--- config.mk ---
export PLATFORM = sky130hd
export DESIGN_NAME = ssu_switch_status
export DESIGN_NICKNAME = d
export VERILOG_FILES = /design/src/ssu_pkg.sv /design/src/ssu_strap_sync.sv /design/src/ssu_ahb_if.sv /design/src/ssu_switch_status.sv
export SDC_FILE = /design/constraint.sdc
export NUM_CORES = 1
export LEC_CHECK = 0
export BUFFER_PORTS_ARGS = -buffer_cell sky130_fd_sc_hd__buf_2
export CORE_MARGIN = 2
export CORE_UTILIZATION = 32
export DETAILED_ROUTE_END_ITERATION = 8
export GPL_ROUTABILITY_DRIVEN = 0
export GPL_TIMING_DRIVEN = 0
export PLACE_DENSITY = 0.68
export SYNTH_ARGS = -nofsm -noshare
export SYNTH_HDL_FRONTEND = slang
export SYNTH_SLANG_ARGS = --single-unit
--- constraint.sdc ---
create_clock -name clk_i -period 2.27 [get_ports clk_i]
set_clock_uncertainty 0.2 [all_clocks]
set_input_delay 0.681 -clock clk_i [delete_from_list [all_inputs] [get_ports clk_i]]
set_output_delay 0.681 -clock clk_i [all_outputs]
set_load 0.01 [all_outputs]
--- src/ssu_pkg.sv ---
// Shared constants and types of the switch status upper fields block
`default_nettype none
package ssu_pkg;

    // ************************************************************
    // Bus constants
    // ************************************************************
    localparam int unsigned DATA_W       = 32;
    localparam logic [29:0] STATUS_IDX   = 30'h0000_0000;
    localparam logic [2:0]  HSIZE_WORD   = 3'h2;
    localparam logic        HRESP_OKAY   = 1'h0;
    localparam logic [31:0] RDATA_IDLE   = 32'h0000_0000;

    // ************************************************************
    // Field reset values and codes
    // ************************************************************
    localparam int unsigned STRAP_N      = 3;
    localparam logic [2:0]  STRAP_RST    = 3'h0;
    localparam logic [3:0]  MARKER_RST   = 4'h0;
    localparam logic [3:0]  RSVD_VAL     = 4'h0;
    localparam logic [16:0] LOW_VAL      = 17'h0_0000;
    localparam logic [3:0]  LOCK_NONE    = 4'h0;
    localparam logic [3:0]  LOCK_MIN     = 4'h1;
    localparam logic [3:0]  LOCK_MAX     = 4'hE;

    // ************************************************************
    // Strap capture timing
    // ************************************************************
    localparam logic [2:0]  CAPT_RST     = 3'h0;
    localparam logic [2:0]  CAPT_LAST    = 3'h5;
    localparam logic [2:0]  CAPT_STEP    = 3'h1;

    // ************************************************************
    // Types
    // ************************************************************
    typedef enum logic [0:0] {
        SSU_PH_CAPTURE = 1'b0,
        SSU_PH_RUN     = 1'b1
    } ssu_phase_e;

    // Lock field widened to 23:20 so code 0xE fits
    typedef struct packed {
        logic [3:0]  marker;
        logic [3:0]  rsvd;
        logic [3:0]  lock;
        logic [2:0]  join_strap;
        logic [16:0] low;
    } ssu_status_s;

    typedef struct packed {
        logic       sel;
        logic [1:0] trans;
        logic       write;
        logic [2:0] size;
        logic       ready;
    } ssu_ahb_ctl_s;

endpackage
`default_nettype wire

--- src/ssu_strap_sync.sv ---
// Three-stage synchroniser with agreement filter for strap pins
`timescale 1ns/1ps
`default_nettype none
module ssu_strap_sync #(
    parameter int unsigned W = 3
) (
    input  wire logic         clk_i,
    input  wire logic         rst_i,
    input  wire logic [W-1:0] pin_i,
    output var  logic [W-1:0] level_o
);

    if (W < 1) begin : g_chk
        $error("ssu_strap_sync: W must be at least 1");
    end

    for (genvar g = 0; g < W; g++) begin : g_bit
        logic s1_reg;
        logic s2_reg;
        logic s3_reg;
        logic filt_reg;
        logic filt_next;

        // Level counts only once stages two and three agree
        always_comb begin
            filt_next = filt_reg;
            if (s2_reg == s3_reg) begin
                filt_next = s3_reg;
            end
        end

        always_ff @(posedge clk_i or posedge rst_i) begin
            if (rst_i) begin
                s1_reg   <= 1'b0;
                s2_reg   <= 1'b0;
                s3_reg   <= 1'b0;
                filt_reg <= 1'b0;
            end else begin
                s1_reg   <= pin_i[g];
                s2_reg   <= s1_reg;
                s3_reg   <= s2_reg;
                filt_reg <= filt_next;
            end
        end

        assign level_o[g] = filt_reg;
    end

endmodule // ssu_strap_sync
`default_nettype wire

--- src/ssu_ahb_if.sv ---
// AHB-Lite address phase decode for the switch status register
`timescale 1ns/1ps
`default_nettype none
module ssu_ahb_if #(
    parameter int unsigned ADDR_W = 12
) (
    input  wire logic                clk_i,
    input  wire logic                rst_i,
    input  wire ssu_pkg::ssu_ahb_ctl_s ctl_i,
    input  wire logic [ADDR_W-1:0]   haddr_i,
    output var  logic                rd_take_o,
    output var  logic                wr_pend_o,
    output var  logic                hreadyout_o,
    output var  logic                hresp_o
);

    if (ADDR_W < 3 || ADDR_W > 32) begin : g_chk
        $error("ssu_ahb_if: ADDR_W must lie in 3..32");
    end

    logic hit;
    logic wr_pend_reg;
    logic wr_pend_next;

    // Non-word sizes and other addresses are ignored, still OKAY
    always_comb begin
        hit = ctl_i.sel && ctl_i.trans[1] && ctl_i.ready
            && (ctl_i.size == ssu_pkg::HSIZE_WORD)
            && (haddr_i[ADDR_W-1:2]
                == ssu_pkg::STATUS_IDX[ADDR_W-3:0]);
        wr_pend_next = hit && ctl_i.write;
        rd_take_o    = hit && !ctl_i.write;
    end

    always_ff @(posedge clk_i or posedge rst_i) begin
        if (rst_i) begin
            wr_pend_reg <= 1'b0;
            hreadyout_o <= 1'b1;
            hresp_o     <= ssu_pkg::HRESP_OKAY;
        end else begin
            wr_pend_reg <= wr_pend_next;
            hreadyout_o <= 1'b1;
            hresp_o     <= ssu_pkg::HRESP_OKAY;
        end
    end

    assign wr_pend_o = wr_pend_reg;

endmodule // ssu_ahb_if
`default_nettype wire

--- src/ssu_switch_status.sv ---
// Upper fields of the switch status register behind AHB-Lite
//
// The AHB-Lite interface to the registers and the register addresses were chosen for this implementation.
`timescale 1ns/1ps
`default_nettype none
module ssu_switch_status #(
    parameter int unsigned ADDR_W = 12
) (
    input  wire logic              clk_i,
    input  wire logic              rst_i,
    input  wire logic              hot_reset_i,
    input  wire logic              pair10_11_join_strap_i,
    input  wire logic              pair12_13_join_strap_i,
    input  wire logic              pair14_15_join_strap_i,
    input  wire logic              lock_active_i,
    input  wire logic [3:0]        lock_port_i,
    input  wire logic              hsel_i,
    input  wire logic [ADDR_W-1:0] haddr_i,
    input  wire logic [1:0]        htrans_i,
    input  wire logic              hwrite_i,
    input  wire logic [2:0]        hsize_i,
    input  wire logic              hready_i,
    input  wire logic [31:0]       hwdata_i,
    output var  logic [31:0]       hrdata_o,
    output var  logic              hreadyout_o,
    output var  logic              hresp_o,
    output var  logic [2:0]        join_strap_o
);

    if (ADDR_W < 3 || ADDR_W > 32) begin : g_chk
        $error("ssu_switch_status: ADDR_W must lie in 3..32");
    end

    // ************************************************************
    // Bus front end
    // ************************************************************
    ssu_pkg::ssu_ahb_ctl_s ahb_ctl;
    logic                  rd_take;
    logic                  wr_pend;

    assign ahb_ctl = '{sel:   hsel_i,
                       trans: htrans_i,
                       write: hwrite_i,
                       size:  hsize_i,
                       ready: hready_i};

    ssu_ahb_if #(
        .ADDR_W (ADDR_W)
    ) u_ahb (
        .clk_i       (clk_i),
        .rst_i       (rst_i),
        .ctl_i       (ahb_ctl),
        .haddr_i     (haddr_i),
        .rd_take_o   (rd_take),
        .wr_pend_o   (wr_pend),
        .hreadyout_o (hreadyout_o),
        .hresp_o     (hresp_o)
    );

    // ************************************************************
    // Strap synchronisers
    // ************************************************************
    logic [2:0] strap_pin;
    logic [2:0] strap_lvl;

    assign strap_pin = {pair14_15_join_strap_i,
                        pair12_13_join_strap_i,
                        pair10_11_join_strap_i};

    ssu_strap_sync #(
        .W (ssu_pkg::STRAP_N)
    ) u_sync (
        .clk_i   (clk_i),
        .rst_i   (rst_i),
        .pin_i   (strap_pin),
        .level_o (strap_lvl)
    );

    // ************************************************************
    // Strap capture after fundamental reset
    // ************************************************************
    // Async reset may not load a pin, so the straps are taken
    // in the first cycles after release, once the filter has
    // settled, then frozen until the next fundamental reset.
    ssu_pkg::ssu_phase_e phase_reg;
    ssu_pkg::ssu_phase_e phase_next;
    logic [2:0]          cnt_reg;
    logic [2:0]          cnt_next;
    logic [2:0]          strap_reg;
    logic [2:0]          strap_next;

    always_comb begin
        phase_next = phase_reg;
        cnt_next   = cnt_reg;
        strap_next = strap_reg;
        unique case (phase_reg)
            ssu_pkg::SSU_PH_CAPTURE: begin
                strap_next = strap_lvl;
                if (cnt_reg == ssu_pkg::CAPT_LAST) begin
                    phase_next = ssu_pkg::SSU_PH_RUN;
                end else begin
                    cnt_next = cnt_reg + ssu_pkg::CAPT_STEP;
                end
            end
            ssu_pkg::SSU_PH_RUN: begin
                strap_next = strap_reg;
            end
        endcase
    end

    always_ff @(posedge clk_i or posedge rst_i) begin
        if (rst_i) begin
            phase_reg <= ssu_pkg::SSU_PH_CAPTURE;
            cnt_reg   <= ssu_pkg::CAPT_RST;
            strap_reg <= ssu_pkg::STRAP_RST;
        end else begin
            phase_reg <= phase_next;
            cnt_reg   <= cnt_next;
            strap_reg <= strap_next;
        end
    end

    // ************************************************************
    // Lock state mirror
    // ************************************************************
    logic [3:0] lock_reg;
    logic [3:0] lock_next;
    logic       lock_ok;

    always_comb begin
        lock_ok = (lock_port_i >= ssu_pkg::LOCK_MIN)
               && (lock_port_i <= ssu_pkg::LOCK_MAX);
        lock_next = ssu_pkg::LOCK_NONE;
        if (lock_active_i && lock_ok && !hot_reset_i) begin
            lock_next = lock_port_i;
        end
    end

    always_ff @(posedge clk_i or posedge rst_i) begin
        if (rst_i) begin
            lock_reg <= ssu_pkg::LOCK_NONE;
        end else begin
            lock_reg <= lock_next;
        end
    end

    // ************************************************************
    // Marker and read data
    // ************************************************************
    ssu_pkg::ssu_status_s wdata_s;
    ssu_pkg::ssu_status_s rd_s;
    logic [3:0]           marker_reg;
    logic [3:0]           marker_next;
    logic [3:0]           marker_now;
    logic [31:0]          rdata_next;
    logic [2:0]           join_next;

    assign wdata_s = hwdata_i;

    always_comb begin
        marker_next = marker_reg;
        if (wr_pend) begin
            marker_next = wdata_s.marker;
        end
        // A read right behind a write sees the new marker
        marker_now = wr_pend ? wdata_s.marker : marker_reg;
        rd_s = '{marker:     marker_now,
                 rsvd:       ssu_pkg::RSVD_VAL,
                 lock:       lock_reg,
                 join_strap: strap_reg,
                 low:        ssu_pkg::LOW_VAL};
        rdata_next = ssu_pkg::RDATA_IDLE;
        if (rd_take) begin
            rdata_next = rd_s;
        end
        join_next = strap_reg;
    end

    always_ff @(posedge clk_i or posedge rst_i) begin
        if (rst_i) begin
            marker_reg   <= ssu_pkg::MARKER_RST;
            hrdata_o     <= ssu_pkg::RDATA_IDLE;
            join_strap_o <= ssu_pkg::STRAP_RST;
        end else begin
            marker_reg   <= marker_next;
            hrdata_o     <= rdata_next;
            join_strap_o <= join_next;
        end
    end
endmodule // ssu_switch_status
`default_nettype wire

==> metrics.log <==
INFO  metric placement.io_buffers = 45
INFO  metric hold_bufs_inserted_after_cts = 0
INFO  metric timing.critical_path.cells = buf_2, nor4b_2, or3b_4, nor3b_1
INFO  metric synth_area_leaders = dfrtp_1, buf_4, mux2_2, and3_1, maj3_1
INFO  metric end_kind = flop
INFO  metric grt_pass1_vias = 877
INFO  metric finalCriticalPeriod = around 2.1 ns
INFO  metric timing.hold.worst.class = flop to flop
INFO  metric detail_route.wirelength = approximately 2400 um
INFO  metric critPathMaxStageDelay = 0.65 ns
INFO  metric mapped_cells = 116
INFO  metric gr-total-overflow = 0
INFO  metric place_worst_setup_slack = -0.135 ns
INFO  metric initial_core_utilization = 33.8%
INFO  metric max_clock_freq = 480 MHz
INFO  metric grt_use_met2 = 13.5%
INFO  metric slew_violations = 0
INFO  metric netlist-cell-type-count = 25
INFO  metric post_detailed_route_wirelength_per_cell = 9.44 um
INFO  metric path_clk_slew = 0.08 ns
INFO  metric ctsRootBufferMaster = clkbuf_8
INFO  metric fp.dieArea = 5670 um2
INFO  metric synthToLayoutAreaGrowth = 29.7%
INFO  metric drive_gt1_share = 46.3%
INFO  metric grt_setup_unrepaired = no
INFO  metric final.period_utilization = 91.9%
INFO  metric switching_share = between 20% and 30%
INFO  metric slew_at_the_pin_with_the_worst_max_slew_slack = ~0.8 ns
INFO  metric grt_usage = 9.25%
INFO  metric seqPwrFrac = 56.7%
INFO  metric switchingPower = 0.000305 W
INFO  metric max_reg_flops = 11
INFO  metric globalRoute.busiestLayer = met2
INFO  metric cts_tree = yes
INFO  metric yosys.area.top_type_share = roughly 65%
INFO  metric final_util = 43.8%
INFO  metric rr_worst_depth = 4
INFO  metric synth_top_cells_by_count = dfrtp_1, buf_4, and3_1
INFO  metric max-cap-violations = 0
INFO  metric vias_per_cell = between 3 and 4
INFO  metric fin_total_pwr = 0.00138 W
INFO  metric tritoncts_num_sinks = 42
INFO  metric iteration_count_of_the_initial_detailed_routing_pass = 4
INFO  metric cts_resized = 0
INFO  metric grt_util_met1 = 11.7%
INFO  metric num_rows = 25
INFO  metric async_reset_ff_share = 100%
INFO  metric intPower = between 0.001 and 0.0015 W
INFO  metric tritoncts_buffer_count = 5
INFO  metric route.antenna.remaining_nets = 0
INFO  metric wire_length_of_the_first_global_routing_pass = 3860 um
INFO  metric worst_slew_margin_rel = 45.2%
INFO  metric design.core.area = slightly below 5000 um2
INFO  metric final_critical_path_setup_slack = 0.185 ns
INFO  metric clkLatencyLatePin = around 0.29 ns
INFO  metric hold_viol = 0
INFO  metric die-height = 75.3 um
INFO  metric max-vdd-ir-drop = 281 uV
INFO  metric route.vias.total = 956
INFO  metric grt_max_degree = 43
INFO  metric place_hpwl = 1860 um
INFO  metric drc_errors = 0
INFO  metric status = finished, final reports clean
INFO  metric worstHoldPathCells = 0
INFO  metric report.final.setup_viol = 0
INFO  metric drt_iter0_drc = 35
INFO  metric synth_area_leader_cell = dfrtp_1
INFO  metric cp.arrival = 2.09 ns
INFO  metric diodes = 0
INFO  metric p_per_area = about 660 nW/um2
INFO  metric timing.critical_path.fanout_max = 9
INFO  metric criticalPathCategory = primary input to flop
INFO  metric layout.nets = approximately 250
INFO  metric fin_setup_tns = 0 ns
INFO  metric synth_warnings = 0
INFO  metric avgSynthCellArea = approximately 14 um2
INFO  metric synth_area = ~1600 um2
INFO  metric antenna_found_initial = 0
INFO  metric die_w = ~75 um
INFO  metric cts_post_setup_buffers_inserted = 0
INFO  metric grt_util_met3 = 4.89%
INFO  metric top_level_ports = 100
INFO  metric power.static_leakage = 1.12 nW
INFO  metric synth_seq_area_share = 64.6%
INFO  metric post-synth-top-count-cell = dfrtp_1
INFO  metric power.clock.fraction = around a third
INFO  metric cts-htree-levels = 2
INFO  metric power_frac_comb = ~8.4%
INFO  metric synth_enable_flop_cells = 0
INFO  metric timing.critical_path.slowest_stage_cell = nor4b_2
INFO  metric required = around 2.3 ns
INFO  metric critPathLaunchType = primary input
INFO  metric ys_ff_latch = 42
INFO  metric synthFlopType = dfrtp_1
INFO  metric clock_path_buffers = 2
layout make-up:
type / instances / area (um2)
plain buffers: 23 / 173
clock buffers: 6 / 82.6
clock inverters: 2 / 12.5
fillers: 473 / 2710
inverters: 3 / 11.3
multi-input cells: 69 / 470
flip-flops and latches: 42 / 1050
well taps: 67 / 83.8
repair buffers: 45 / 225
layout by cell type (no fill, tap or decap):
| cell type | netlist | final |
|---|---|---|
| xor2_1 | 1 | 1 |
| nor4_1 | 2 | 2 |
| and3_1 | 8 | 8 |
| conb_1 | 2 | 23 |
| clkinv_2 | 0 | 1 |
| clkbuf_8 | 0 | 6 |
| nand2b_1 | 1 | 1 |
| or4_1 | 1 | 1 |
| or4_4 | 1 | 1 |
| nand4_1 | 1 | 1 |
| clkinvlp_4 | 0 | 1 |
| nor2_1 | 2 | 2 |
| xnor2_1 | 1 | 1 |
| a21oi_1 | 2 | 2 |
| nor4b_2 | 1 | 1 |
| inv_2 | 0 | 1 |
| or3b_4 | 1 | 1 |
| dfrtp_1 | 42 | 42 |
| and2_1 | 4 | 4 |
| nor4bb_1 | 1 | 1 |
| nand4b_1 | 1 | 1 |
| nor3b_1 | 3 | 3 |
| inv_1 | 3 | 2 |
| buf_4 | 23 | 23 |
| ha_1 | 2 | 2 |
| nand2_1 | 2 | 2 |
| buf_2 | 0 | 45 |
| nor4_4 | 1 | 1 |
| maj3_1 | 3 | 3 |
| mux2_2 | 7 | 7 |
routing by layer:
metal  vias to the layer above  share of wire (%)
li1                        487                  -
met2                        47                 44
met5                         -                  0
met4                         0                1.3
met3                         4                 10
met1                       418                 44
worst paths after layout:
check / startpoint / to / slack (ns)
setup / recovery: hsize_i[2] / hrdata_o[29] / 0.18
hold / removal: u_sync.g_bit[1].s1_reg / u_sync.g_bit[1].s2_reg / 0.15
min in group asynchronous: rst_i / u_sync.g_bit[1].s1_reg / 0.35
max in group asynchronous: rst_i / cnt_reg[1] / 1.00
setup reg to reg: cnt_reg[0] / cnt_reg[2] / 0.75
hold reg to reg: u_sync.g_bit[1].s1_reg / u_sync.g_bit[1].s2_reg / 0.15
power by group through the flow:
stage               clock, W  combinational (W)  sequential [W]
floorplan                  0          0.0000742        0.000798
global placement           0           0.000115        0.000798
detailed placement         0           0.000117        0.000799
CTS                 0.000499           0.000117        0.000785
global route        0.000538           0.000130        0.000788
finish              0.000482           0.000116        0.000784
logic make-up after synthesis:
group	synth area share (%)
multiplexers	4.85
AO/OA/AOI/OAI	0.615
AND/OR/NAND/NOR	13.7
buffers and inverters	11.3
XOR/XNOR	1.08
adder cells (fa/ha/maj)	3.38
other	0.462
flip-flops	64.6
through the flow:
| stage | std cells | cell area, um2 | hold WS [ns] |
|---|---|---|---|
| global placement | 249 | 2010 | 0.132 |
| finish | 257 | 2110 | 0.152 |
| CTS | 257 | 2110 | 0.153 |
| floorplan | 137 | 1710 | 0.131 |
| global route | 257 | 2110 | 0.163 |
| detailed placement | 249 | 2010 | 0.136 |
critical path, delay by kind of cell:
| kind | cells | cell delay, ns |
|---|---|---|
| AND/OR/NAND/NOR | 3 | 1.31 |
| buffers and inverters | 1 | 0.10 |
Power figures use the tool's default switching activity.
